File: src/logic/cgc_pkg.sv
package cgc_pkg;

  localparam int          DATA_W        = 8;

  // Global index map
  localparam logic [7:0]  IDX_CFG_CTRL  = 8'h02;
  localparam logic [7:0]  IDX_LDN_SEL   = 8'h07;
  localparam logic [7:0]  IDX_DEV_ID    = 8'h20;
  localparam logic [7:0]  IDX_DEV_REV   = 8'h21;
  localparam logic [7:0]  IDX_PWR_CTRL  = 8'h22;
  localparam logic [7:0]  IDX_AUTO_PM   = 8'h23;
  localparam logic [7:0]  IDX_GLB_LAST  = 8'h2f;
  localparam logic [7:0]  IDX_ACTIVATE  = 8'h30;

  // Field positions
  localparam int          SOFT_RST_BIT  = 0;

  // Implemented bits of each register
  localparam logic [7:0]  PWR_CTRL_MASK = 8'h7d;
  localparam logic [7:0]  AUTO_PM_MASK  = 8'h79;
  // Power-control bits held only by the standby-supply power-on reset
  localparam logic [7:0]  PWR_STBY_MASK = 8'h20;

  // Reset values
  localparam logic [7:0]  INDEX_RST     = 8'h00;
  localparam logic [7:0]  LDN_RST       = 8'h00;
  localparam logic [7:0]  PWR_CTRL_RST  = 8'h00;
  localparam logic [7:0]  AUTO_PM_RST   = 8'h00;
  localparam logic [7:0]  RD_ZERO       = 8'h00;

  // Host port select values
  localparam logic        PORT_INDEX    = 1'b0;
  localparam logic        PORT_DATA     = 1'b1;

  typedef struct packed {
    logic [7:0] index;
    logic [7:0] ldn;
    logic [7:0] pwr;
    logic [7:0] apm;
    logic       softPend;
    logic [7:0] rdData;
    logic       rdValid;
    logic       actStrobe;
    logic [7:0] actDevice;
    logic [7:0] actValue;
  } cgc_state_s;

  localparam cgc_state_s STATE_RST = '{
    index:     INDEX_RST,
    ldn:       LDN_RST,
    pwr:       PWR_CTRL_RST,
    apm:       AUTO_PM_RST,
    softPend:  1'b0,
    rdData:    RD_ZERO,
    rdValid:   1'b0,
    actStrobe: 1'b0,
    actDevice: LDN_RST,
    actValue:  RD_ZERO
  };

endpackage : cgc_pkg

File: src/logic/cgc_sync_if.sv
interface cgc_sync_if #(
  parameter int W = 2
);
  logic [W-1:0] raw;
  logic [W-1:0] sync;

  modport sink   (input raw, output sync);
  modport source (output raw, input sync);
endinterface : cgc_sync_if

File: src/logic/cgc_sync2.sv
module cgc_sync2 #(
  parameter int W = 2
) (
  input  wire logic  clk,
  input  wire logic  sys_rst,
  cgc_sync_if.sink   port
);

  typedef struct packed {
    logic [W-1:0] stage1;
    logic [W-1:0] stage2;
  } cgc_sync_s;

  cgc_sync_s state_q;
  cgc_sync_s state_d;

  always_comb begin
    state_d.stage1 = port.raw;
    state_d.stage2 = state_q.stage1;
  end

  always_ff @(posedge clk or posedge sys_rst) begin
    if (sys_rst) begin
      state_q <= '0;
    end else begin
      state_q <= state_d;
    end
  end

  assign port.sync = state_q.stage2;

endmodule : cgc_sync2

File: src/logic/cgc_global_regs.sv
// Summary of operation
// - Global bank spans indices 0x00 to 0x2F, decoded on all eight index bits.
// - Unimplemented locations and bits drop writes and read back as zero.
// - Reserved indices 0x00-0x01, 0x03-0x06, 0x08-0x1F are read-only zero.
// - Host writes index port first; data port then reaches the chosen register.
// - Index and data accesses are ignored unless configuration mode is active.
// - Writing one to bit 0 at 0x02 soft-resets; the bit clears itself.
// - Writing index 0x07 picks the logical device for later per-device accesses.
// - Activate writes go only to the currently selected logical device.
// - Index 0x20 returns a fixed identification byte, untouched by reset or write.
// - Index 0x21 returns the fixed silicon revision byte.
// - Index 0x22 holds one power bit per function; bits 1 and 7 reserved.
// - Index 0x23 enables automatic power management per function; bits 1, 2 and 7 read zero.
// - Power bit 5 clears only on standby-supply power-on reset.
module cgc_global_regs #(
  parameter logic [7:0] DEV_ID_VALUE  = 8'ha5,  // Arbitrary identification value
  parameter logic [7:0] DEV_REV_VALUE = 8'h01   // Arbitrary revision value
) (
  input  wire logic                        clk,
  input  wire logic                        sys_rst,
  input  wire logic                        mainPorPin,
  input  wire logic                        hardRstPin,
  input  wire logic                        configMode,
  input  wire logic                        hostWrite,
  input  wire logic                        hostRead,
  input  wire logic                        hostPortSel,
  input  wire logic [cgc_pkg::DATA_W-1:0]  hostWrData,
  output logic      [cgc_pkg::DATA_W-1:0]  hostRdData,
  output logic                             hostRdValid,
  output logic      [cgc_pkg::DATA_W-1:0]  logicalDevice,
  output logic      [cgc_pkg::DATA_W-1:0]  funcPowerOn,
  output logic      [cgc_pkg::DATA_W-1:0]  funcAutoPm,
  output logic                             activateStrobe,
  output logic      [cgc_pkg::DATA_W-1:0]  activateDevice,
  output logic      [cgc_pkg::DATA_W-1:0]  activateValue,
  output logic                             softResetActive
);
  import cgc_pkg::*;

  cgc_state_s state_q;
  cgc_state_s state_d;

  // Main-supply power-on and hard reset arrive from pins
  cgc_sync_if #(.W(2)) rstIf ();

  assign rstIf.raw = {hardRstPin, mainPorPin};

  cgc_sync2 #(
    .W (2)
  ) u_rst_sync (
    .clk     (clk),
    .sys_rst (sys_rst),
    .port    (rstIf.sink)
  );

  logic mainPorSync;
  logic hardRstSync;
  logic pinReset;

  assign mainPorSync = rstIf.sync[0];
  assign hardRstSync = rstIf.sync[1];
  assign pinReset    = mainPorSync | hardRstSync;

  // Host access qualification
  logic cfgWrite;
  logic cfgRead;
  logic idxWrite;
  logic idxRead;
  logic datWrite;
  logic datRead;

  always_comb begin
    cfgWrite = hostWrite & configMode;
    cfgRead  = hostRead  & configMode;
    idxWrite = cfgWrite & (hostPortSel == PORT_INDEX);
    idxRead  = cfgRead  & (hostPortSel == PORT_INDEX);
    datWrite = cfgWrite & (hostPortSel == PORT_DATA);
    datRead  = cfgRead  & (hostPortSel == PORT_DATA);
  end

  // Full eight-bit decode of the selected index
  logic selCfgCtrl;
  logic selLdn;
  logic selDevId;
  logic selDevRev;
  logic selPwr;
  logic selApm;
  logic selActivate;

  always_comb begin
    selCfgCtrl  = (state_q.index == IDX_CFG_CTRL);
    selLdn      = (state_q.index == IDX_LDN_SEL);
    selDevId    = (state_q.index == IDX_DEV_ID);
    selDevRev   = (state_q.index == IDX_DEV_REV);
    selPwr      = (state_q.index == IDX_PWR_CTRL);
    selApm      = (state_q.index == IDX_AUTO_PM);
    selActivate = (state_q.index == IDX_ACTIVATE);
  end

  // Read multiplexer for the data port
  logic [7:0] dataReadValue;

  always_comb begin
    dataReadValue = RD_ZERO;
    if (state_q.index <= IDX_GLB_LAST) begin
      case (state_q.index)
        IDX_LDN_SEL:  dataReadValue = state_q.ldn;
        IDX_DEV_ID:   dataReadValue = DEV_ID_VALUE;
        IDX_DEV_REV:  dataReadValue = DEV_REV_VALUE;
        IDX_PWR_CTRL: dataReadValue = state_q.pwr & PWR_CTRL_MASK;
        IDX_AUTO_PM:  dataReadValue = state_q.apm & AUTO_PM_MASK;
        default:      dataReadValue = RD_ZERO;
      endcase
    end
  end

  always_comb begin
    state_d           = state_q;
    state_d.rdValid   = 1'b0;
    state_d.actStrobe = 1'b0;
    state_d.softPend  = 1'b0;

    // Index port selects the register for later data accesses
    if (idxWrite) begin
      state_d.index = hostWrData;
    end

    if (idxRead) begin
      state_d.rdData  = state_q.index;
      state_d.rdValid = 1'b1;
    end else if (datRead) begin
      state_d.rdData  = dataReadValue;
      state_d.rdValid = 1'b1;
    end

    if (datWrite) begin
      if (selCfgCtrl && hostWrData[SOFT_RST_BIT]) begin
        state_d.softPend = 1'b1;
      end
      if (selLdn) begin
        state_d.ldn = hostWrData;
      end
      if (selPwr) begin
        state_d.pwr = hostWrData & PWR_CTRL_MASK;
      end
      if (selApm) begin
        state_d.apm = hostWrData & AUTO_PM_MASK;
      end
      if (selActivate) begin
        state_d.actStrobe = 1'b1;
        state_d.actDevice = state_q.ldn;
        state_d.actValue  = hostWrData;
      end
    end

    // Soft reset takes effect the cycle after the command and wins over a write
    if (state_q.softPend) begin
      state_d.ldn = LDN_RST;
      state_d.pwr = (PWR_CTRL_RST & ~PWR_STBY_MASK)
                  | (state_q.pwr & PWR_STBY_MASK);
    end

    // Main-supply power-on and hard reset, both synchronised
    if (pinReset) begin
      state_d       = STATE_RST;
      state_d.pwr   = (PWR_CTRL_RST & ~PWR_STBY_MASK)
                    | (state_q.pwr & PWR_STBY_MASK);
      state_d.apm   = AUTO_PM_RST;
    end
  end

  // Asynchronous reset is the standby-supply power-on reset and clears all
  always_ff @(posedge clk or posedge sys_rst) begin
    if (sys_rst) begin
      state_q <= STATE_RST;
    end else begin
      state_q <= state_d;
    end
  end

  assign hostRdData      = state_q.rdData;
  assign hostRdValid     = state_q.rdValid;
  assign logicalDevice   = state_q.ldn;
  assign funcPowerOn     = state_q.pwr;
  assign funcAutoPm      = state_q.apm;
  assign activateStrobe  = state_q.actStrobe;
  assign activateDevice  = state_q.actDevice;
  assign activateValue   = state_q.actValue;
  assign softResetActive = state_q.softPend;

endmodule : cgc_global_regs

File: config.mk
export PLATFORM = sky130hd
export DESIGN_NAME = cgc_global_regs
export DESIGN_NICKNAME = d
export VERILOG_FILES = /design/src/logic/cgc_pkg.sv /design/src/logic/cgc_sync_if.sv /design/src/logic/cgc_sync2.sv /design/src/logic/cgc_global_regs.sv
export SDC_FILE = /design/constraint.sdc
export NUM_CORES = 1
export LEC_CHECK = 0
export CAP_MARGIN = 20
export CORE_MARGIN = 10
export CORE_UTILIZATION = 55
export CTS_BUF_LIST = sky130_fd_sc_hd__clkbuf_4 sky130_fd_sc_hd__clkbuf_8
export CTS_CLUSTER_DIAMETER = 60
export DETAILED_ROUTE_END_ITERATION = 10
export DONT_BUFFER_PORTS = 1
export PLACE_DENSITY_LB_ADDON = 0.15
export SLEW_MARGIN = 10
export SYNTH_ARGS = -nofsm -noshare
export SYNTH_HDL_FRONTEND = slang
export SYNTH_SLANG_ARGS = --single-unit
export TNS_END_PERCENT = 1
File: constraint.sdc
create_clock -name clk -period 1.9 [get_ports clk]
set_input_delay 0 -clock clk [delete_from_list [all_inputs] [get_ports clk]]
set_output_delay 0 -clock clk [all_outputs]
set_load 0.005 [all_outputs]
== After elaboration in Yosys (flattened, before gate mapping) ==
Cells that the tools add are included.

* Add/sub/neg operators: 0
* $mul: 0
* Divide/modulo/power cells: 0
* $lt $le $gt $ge: 1
* Equality and inequality tests: 7
* Shifts and indexed selects: 0
* Multiplexer cells: 14
* Bitwise logic cells: 10
* Reductions and logical operators: 14

{| class="wikitable"
|+ Operator list
! cell !! count
|-
| $mux W59 || 1
|-
| $eq A8 B6 Y1 const B || 5
|-
| $mux W8 || 5
|-
| $pmux W8 S5 || 1
|-
| $mux W17 || 2
|-
| $mux W25 || 1
|-
| $mux W9 || 2
|-
| $mux W16 || 1
|-
| $reduce_bool A3 Y1 || 4
|-
| $eq A8 B2 Y1 const B || 1
|-
| $eq A8 B3 Y1 const B || 1
|-
| $le A8 B6 Y1 const B || 1
|-
| $reduce_and A2 Y1 || 4
|-
| $reduce_bool A2 Y1 || 4
|-
| $and A1 B1 Y1 || 6
|-
| $reduce_and A4 Y1 || 1
|-
| $not A1 Y1 || 3
|-
| $logic_and A1 B1 Y1 || 1
|-
| $mux W1 || 1
|-
| $or A1 B1 Y1 || 1
|}

* Register bits after elaboration: 63
* Latch bits: 0
* Bits in writable memories: 0
* ROM bits: 0
* Memories kept: 0

== Depth between registers and ports, before layout ==
* Depth after elaboration: 6
* Mapped depth: 6
* Gate-level depth less buffers: 4

== Modules after synthesis ==
A second synthesis with hierarchy kept.

* Cell total of the unflattened synthesis: 315
* Area, all modules: 3060.4 um2

{| class="wikitable"
|+ By module, submodules not included
! module !! instances !! cells an instance !! area each (um2) !! sequential area each (um2)
|-
| cgc_global_regs || 1 || 310 || 2956.6 || 1351.3
|-
| cgc_sync2 || 1 || 5 || 103.8 || 100.1
|}

== Worst setup path after synthesis ==
Ideal clock, no wire load.

* Path type: register -> register
* Start: reg state_q[54] in the netlist's numbering
* End: reg state_q (netlist bit activateValue[0])
* Library setup time: 0.132 ns
* Arrival: 1.550 ns
* Required time: 1.768 ns
* Setup slack: 0.218 ns
* Cell stages (with the launch flop): 7
* Path through: dfrtp_1 -> or3_4 -> nor4_4 -> buf_6 -> buf_12 -> mux2i_1 -> nor2_1

* Cells in the longest elaborated chain, start to end: 3

{| class="wikitable"
|+ RTL lines
! item !! RTL line !! text
|-
| start: declaration || cgc_global_regs.sv:40 || <nowiki>cgc_state_s state_q;</nowiki>
|-
| start signal: assignment || cgc_global_regs.sv:177 || <nowiki>state_q <= state_d;</nowiki>
|-
| $eq A8 B6 Y1 || cgc_global_regs.sv:97 || <nowiki>selActivate = (state_q.index == IDX_ACTIVATE);</nowiki>
|-
| $reduce_bool A2 Y1 (no source line) || - ||
|-
| $reduce_and A2 Y1 (no source line) || - ||
|}

No other way between the ends.
A chain may end at the register's enable or synchronous reset.

== Final worst setup path ==
* Start: reg state_q[54] in the netlist's numbering
* End: reg state_q (netlist bit activateValue[5])

The elaborated chain is that of the path after synthesis.

==> flow_summary_export.csv <==
group,metric,value,unit
cts,numCtsBuffers,9,
timing,drv_slew,0,
cts,ctsResizeCount,0,
timing,tightest_slew,0.625,ns
route,drt_iter0_drc,131,
route,num_vias,1961,
worst_setup_path,worstSetupEndpointType,"flop",
layout,drive_gt1_share,13.9,%
cts,path_clk_slew,0.06,ns
cts,post_cts_buffers,0,
die,fp.coreArea,0.00520,mm²
placed_design,io_buffers,0,
cts,clk_latency,0.35,ns
cts,clock-sinks,58,
timing,clock_skew,0.0131,ns
cts,clockRootBuffer,"clkbuf_8",
worst_setup_path,cp_max_fo,11,
layout,antenna_cells,0,
route,vias_per_cell,5.59,
timing,finalSetupViolCount,0,
global_route,antenna_found_initial,0,
timing,finalHoldViolCount,0,
layout,layout.nets,292,
global_route,grt_start_max_net_pins,31,
die,die_h,94.2,µm
synthesis,ys_warn_count,0,
global_route,grt.overflow.total,0,
timing,tns,0,ns
worst_setup_path,critPathKind,"reg2reg",
worst_setup_path,cp-start-kind,"flop",
min_path,hold_depth,3,
die,start_util,58.1,%
pwr,ir_drop,484,µV
timing,fin_crit_sh,94.2,%
route,drt.antenna.violating_nets,0,
cts,clock_path_buffers,2,
die,fp.dieArea,0.00886,mm²
layout,fin_util,60.8,%
timing,max_freq,559,MHz
route,drc,0,
timing,relSlewSlack,58.3,%
die,ios,67,
worst_setup_path,rr_startpoint,"state_q[54]",
global_route,gr-usage-all-layers,17.4,%
worst_setup_path,crit_arrival,2.01,ns
route,wl,7.33,mm
worst_setup_path,regToRegEndpoint,"activateValue[5]",
synthesis,syn_avg_cell_area,10.1,µm²
synthesis,synth_cell_types,43,
synthesis,syn_inst,300,
min_path,holdCritPathClass,"in2reg",
die,placementRows,26,
outcome,status,"completed",
worst_setup_path,rrSetupSlack,0.11,ns
placed_design,dp_hpwl,5.33,mm
global_route,grt_pass1_vias,2081,
min_path,whs_endpoint,"hostRdData[1]",
layout,syn_to_final_growth,4.63,%
placed_design,place_congestion,0.912,
synthesis,ys_seq_area_share,48.0,%
pwr,p_leak,1.43,nW
global_route,grt_pass1_wl,11.7,mm
route,drt-pass1-iter-count,4,
min_path,hp-start,"hostPortSel",
cts,h-tree-depth,3,
die,die_x,94.2,µm
flow_run,max_cap_violations,0,
worst_setup_path,r2r_cells,5,
cts,cts_tree,"yes",
worst_setup_path,worstPathRequired,2.12,ns
pwr,power,2.81,mW
synthesis,synth_seq_cells,58,
timing,fin_crit,1.79,ns
route,wl_per_cell,20.9,µm
synthesis,synthesis.area,0.00302,mm²
timing,rsz0062_at_grt,"no",
pwr,p_per_area,889,mW/mm²
[layer usage]
layer,wire length [µm],vias to the layer above,GRT usage (%),part of all wire [%]
met1,3140,964,20.5,43
li1,-,931,-,-
met5,0,-,0,0
met4,167,0,8.35,2.3
met2,3510,52,28.0,48
met3,517,14,5.44,7.0
[kinds of logic (layout without fill, tap and decap cells)]
group | after synthesis | count (layout) | synth area share [%]
and+or+nand+nor | 94 | 94 | 16.0
buffers and inverters | 68 | 45 | 15.3
DFF | 58 | 58 | 48.0
AOI/OAI and AO/OA | 43 | 43 | 8.52
muxes | 36 | 36 | 12.1
other | 1 | 5 | 0.124
[synth_stat cells, drive strengths merged]
| cell | n | share of area (%) |
|---|---|---|
| a211oi | 1 | 0.25 |
| a21o | 1 | 0.25 |
| a21oi | 18 | 3.0 |
| a221oi | 1 | 0.29 |
| a22oi | 4 | 0.99 |
| a32oi | 3 | 0.87 |
| and2 | 3 | 0.62 |
| and3 | 10 | 2.1 |
| and4 | 1 | 0.29 |
| and4b | 1 | 0.33 |
| and4bb | 1 | 0.41 |
| buf | 54 | 14 |
| clkbuf | 11 | 1.4 |
| conb | 1 | 0.12 |
| dfrtp | 58 | 48 |
| inv | 3 | 0.37 |
| mux2 | 4 | 1.5 |
| mux2i | 32 | 11 |
| nand2 | 23 | 2.9 |
| nand3 | 6 | 0.99 |
| nand3b | 1 | 0.25 |
| nand4 | 2 | 0.62 |
| nand4bb | 1 | 0.37 |
| nor2 | 37 | 4.6 |
| nor2b | 1 | 0.21 |
| nor3 | 1 | 0.17 |
| nor4 | 2 | 0.91 |
| nor4b | 1 | 0.50 |
| o211ai | 2 | 0.50 |
| o21ai | 7 | 1.2 |
| o22ai | 6 | 1.2 |
| or2 | 1 | 0.21 |
| or3 | 2 | 0.58 |
[power breakdown]
group | internal (mW) | switching [mW]
registers | 1.24 | 0.00727
clock network | 0.939 | 0.488
logic | 0.0421 | 0.0918
[per-stage QoR]
step / hold slack (ns) / cells / setup WS, ns / cell area, µm²
after floorplan: 0.0314 / 304 / 0.218 / 3040
after global placement: -0.00933 / 323 / 0.203 / 2790
after detailed placement: 0.00347 / 323 / 0.116 / 2790
after CTS: 0.00595 / 351 / 0.109 / 3160
after global routing: 0.0489 / 351 / 0.00192 / 3160
final: 0.0214 / 351 / 0.110 / 3160
[sequential cells by signal (all words and copies together), names as in the netlist]
register,flops
logicalDevice,8
activateDevice,8
hostRdData,8
hostRdValid,1
funcAutoPm,5
u_rst_sync.port.sync,2
funcPowerOn,6
state_q,8
softResetActive,1
activateValue,8
u_rst_sync.state_d,2
activateStrobe,1
[cell usage in the layout (no fill, tap or decap), types with 2 or more instances in the layout]
| cell type | n |
|---|---|
| a21oi_1 | 18 |
| a22oi_1 | 4 |
| a32oi_1 | 3 |
| and2_1 | 3 |
| and3_1 | 10 |
| buf_4 | 13 |
| bufinv_16 | 3 |
| clkbuf_4 | 2 |
| clkbuf_8 | 10 |
| conb_1 | 5 |
| dfrtp_1 | 58 |
| dlygate4sd3_1 | 12 |
| inv_2 | 2 |
| mux2_2 | 3 |
| mux2i_1 | 32 |
| nand2_1 | 23 |
| nand3_1 | 6 |
| nor2_1 | 37 |
| o211ai_1 | 2 |
| o21ai_0 | 3 |
| o21ai_1 | 4 |
| o22ai_1 | 6 |
[layout make-up]
cell class	count	area (µm²)
flip-flops and latches	58	1450
well taps	70	87.6
clock buffers	12	153
multi-input cells	178	1120
inverters	3	11.3
fillers	480	2040
clock inverters	4	98.8
repair buffers	26	238
[what timing repair did]
action,CTS,global route
endpoints found under the hold margin,68,0
hold buffers,12,0
setup endpoints to repair,0,0
[critical path, cell delays in order (launching register included)]
cell and delay (ns):
dfrtp_1 0.43, or3_4 0.42, nor4_4 0.25, buf_4 0.30
mux2i_1 0.21, nor2_1 0.06
[worst max path at each step]
stage	from	to	cells past startpoint
finish	state_q[54]	activateValue[5]	5
global route	state_q[55]	hostRdData[2]	5
CTS	state_q[54]	activateValue[5]	5
detailed placement	state_q[54]	activateValue[5]	5
global placement	state_q[54]	activateValue[1]	5
floorplan	state_q[54]	activateValue[0]	6
(Power assumes the default switching activity.)
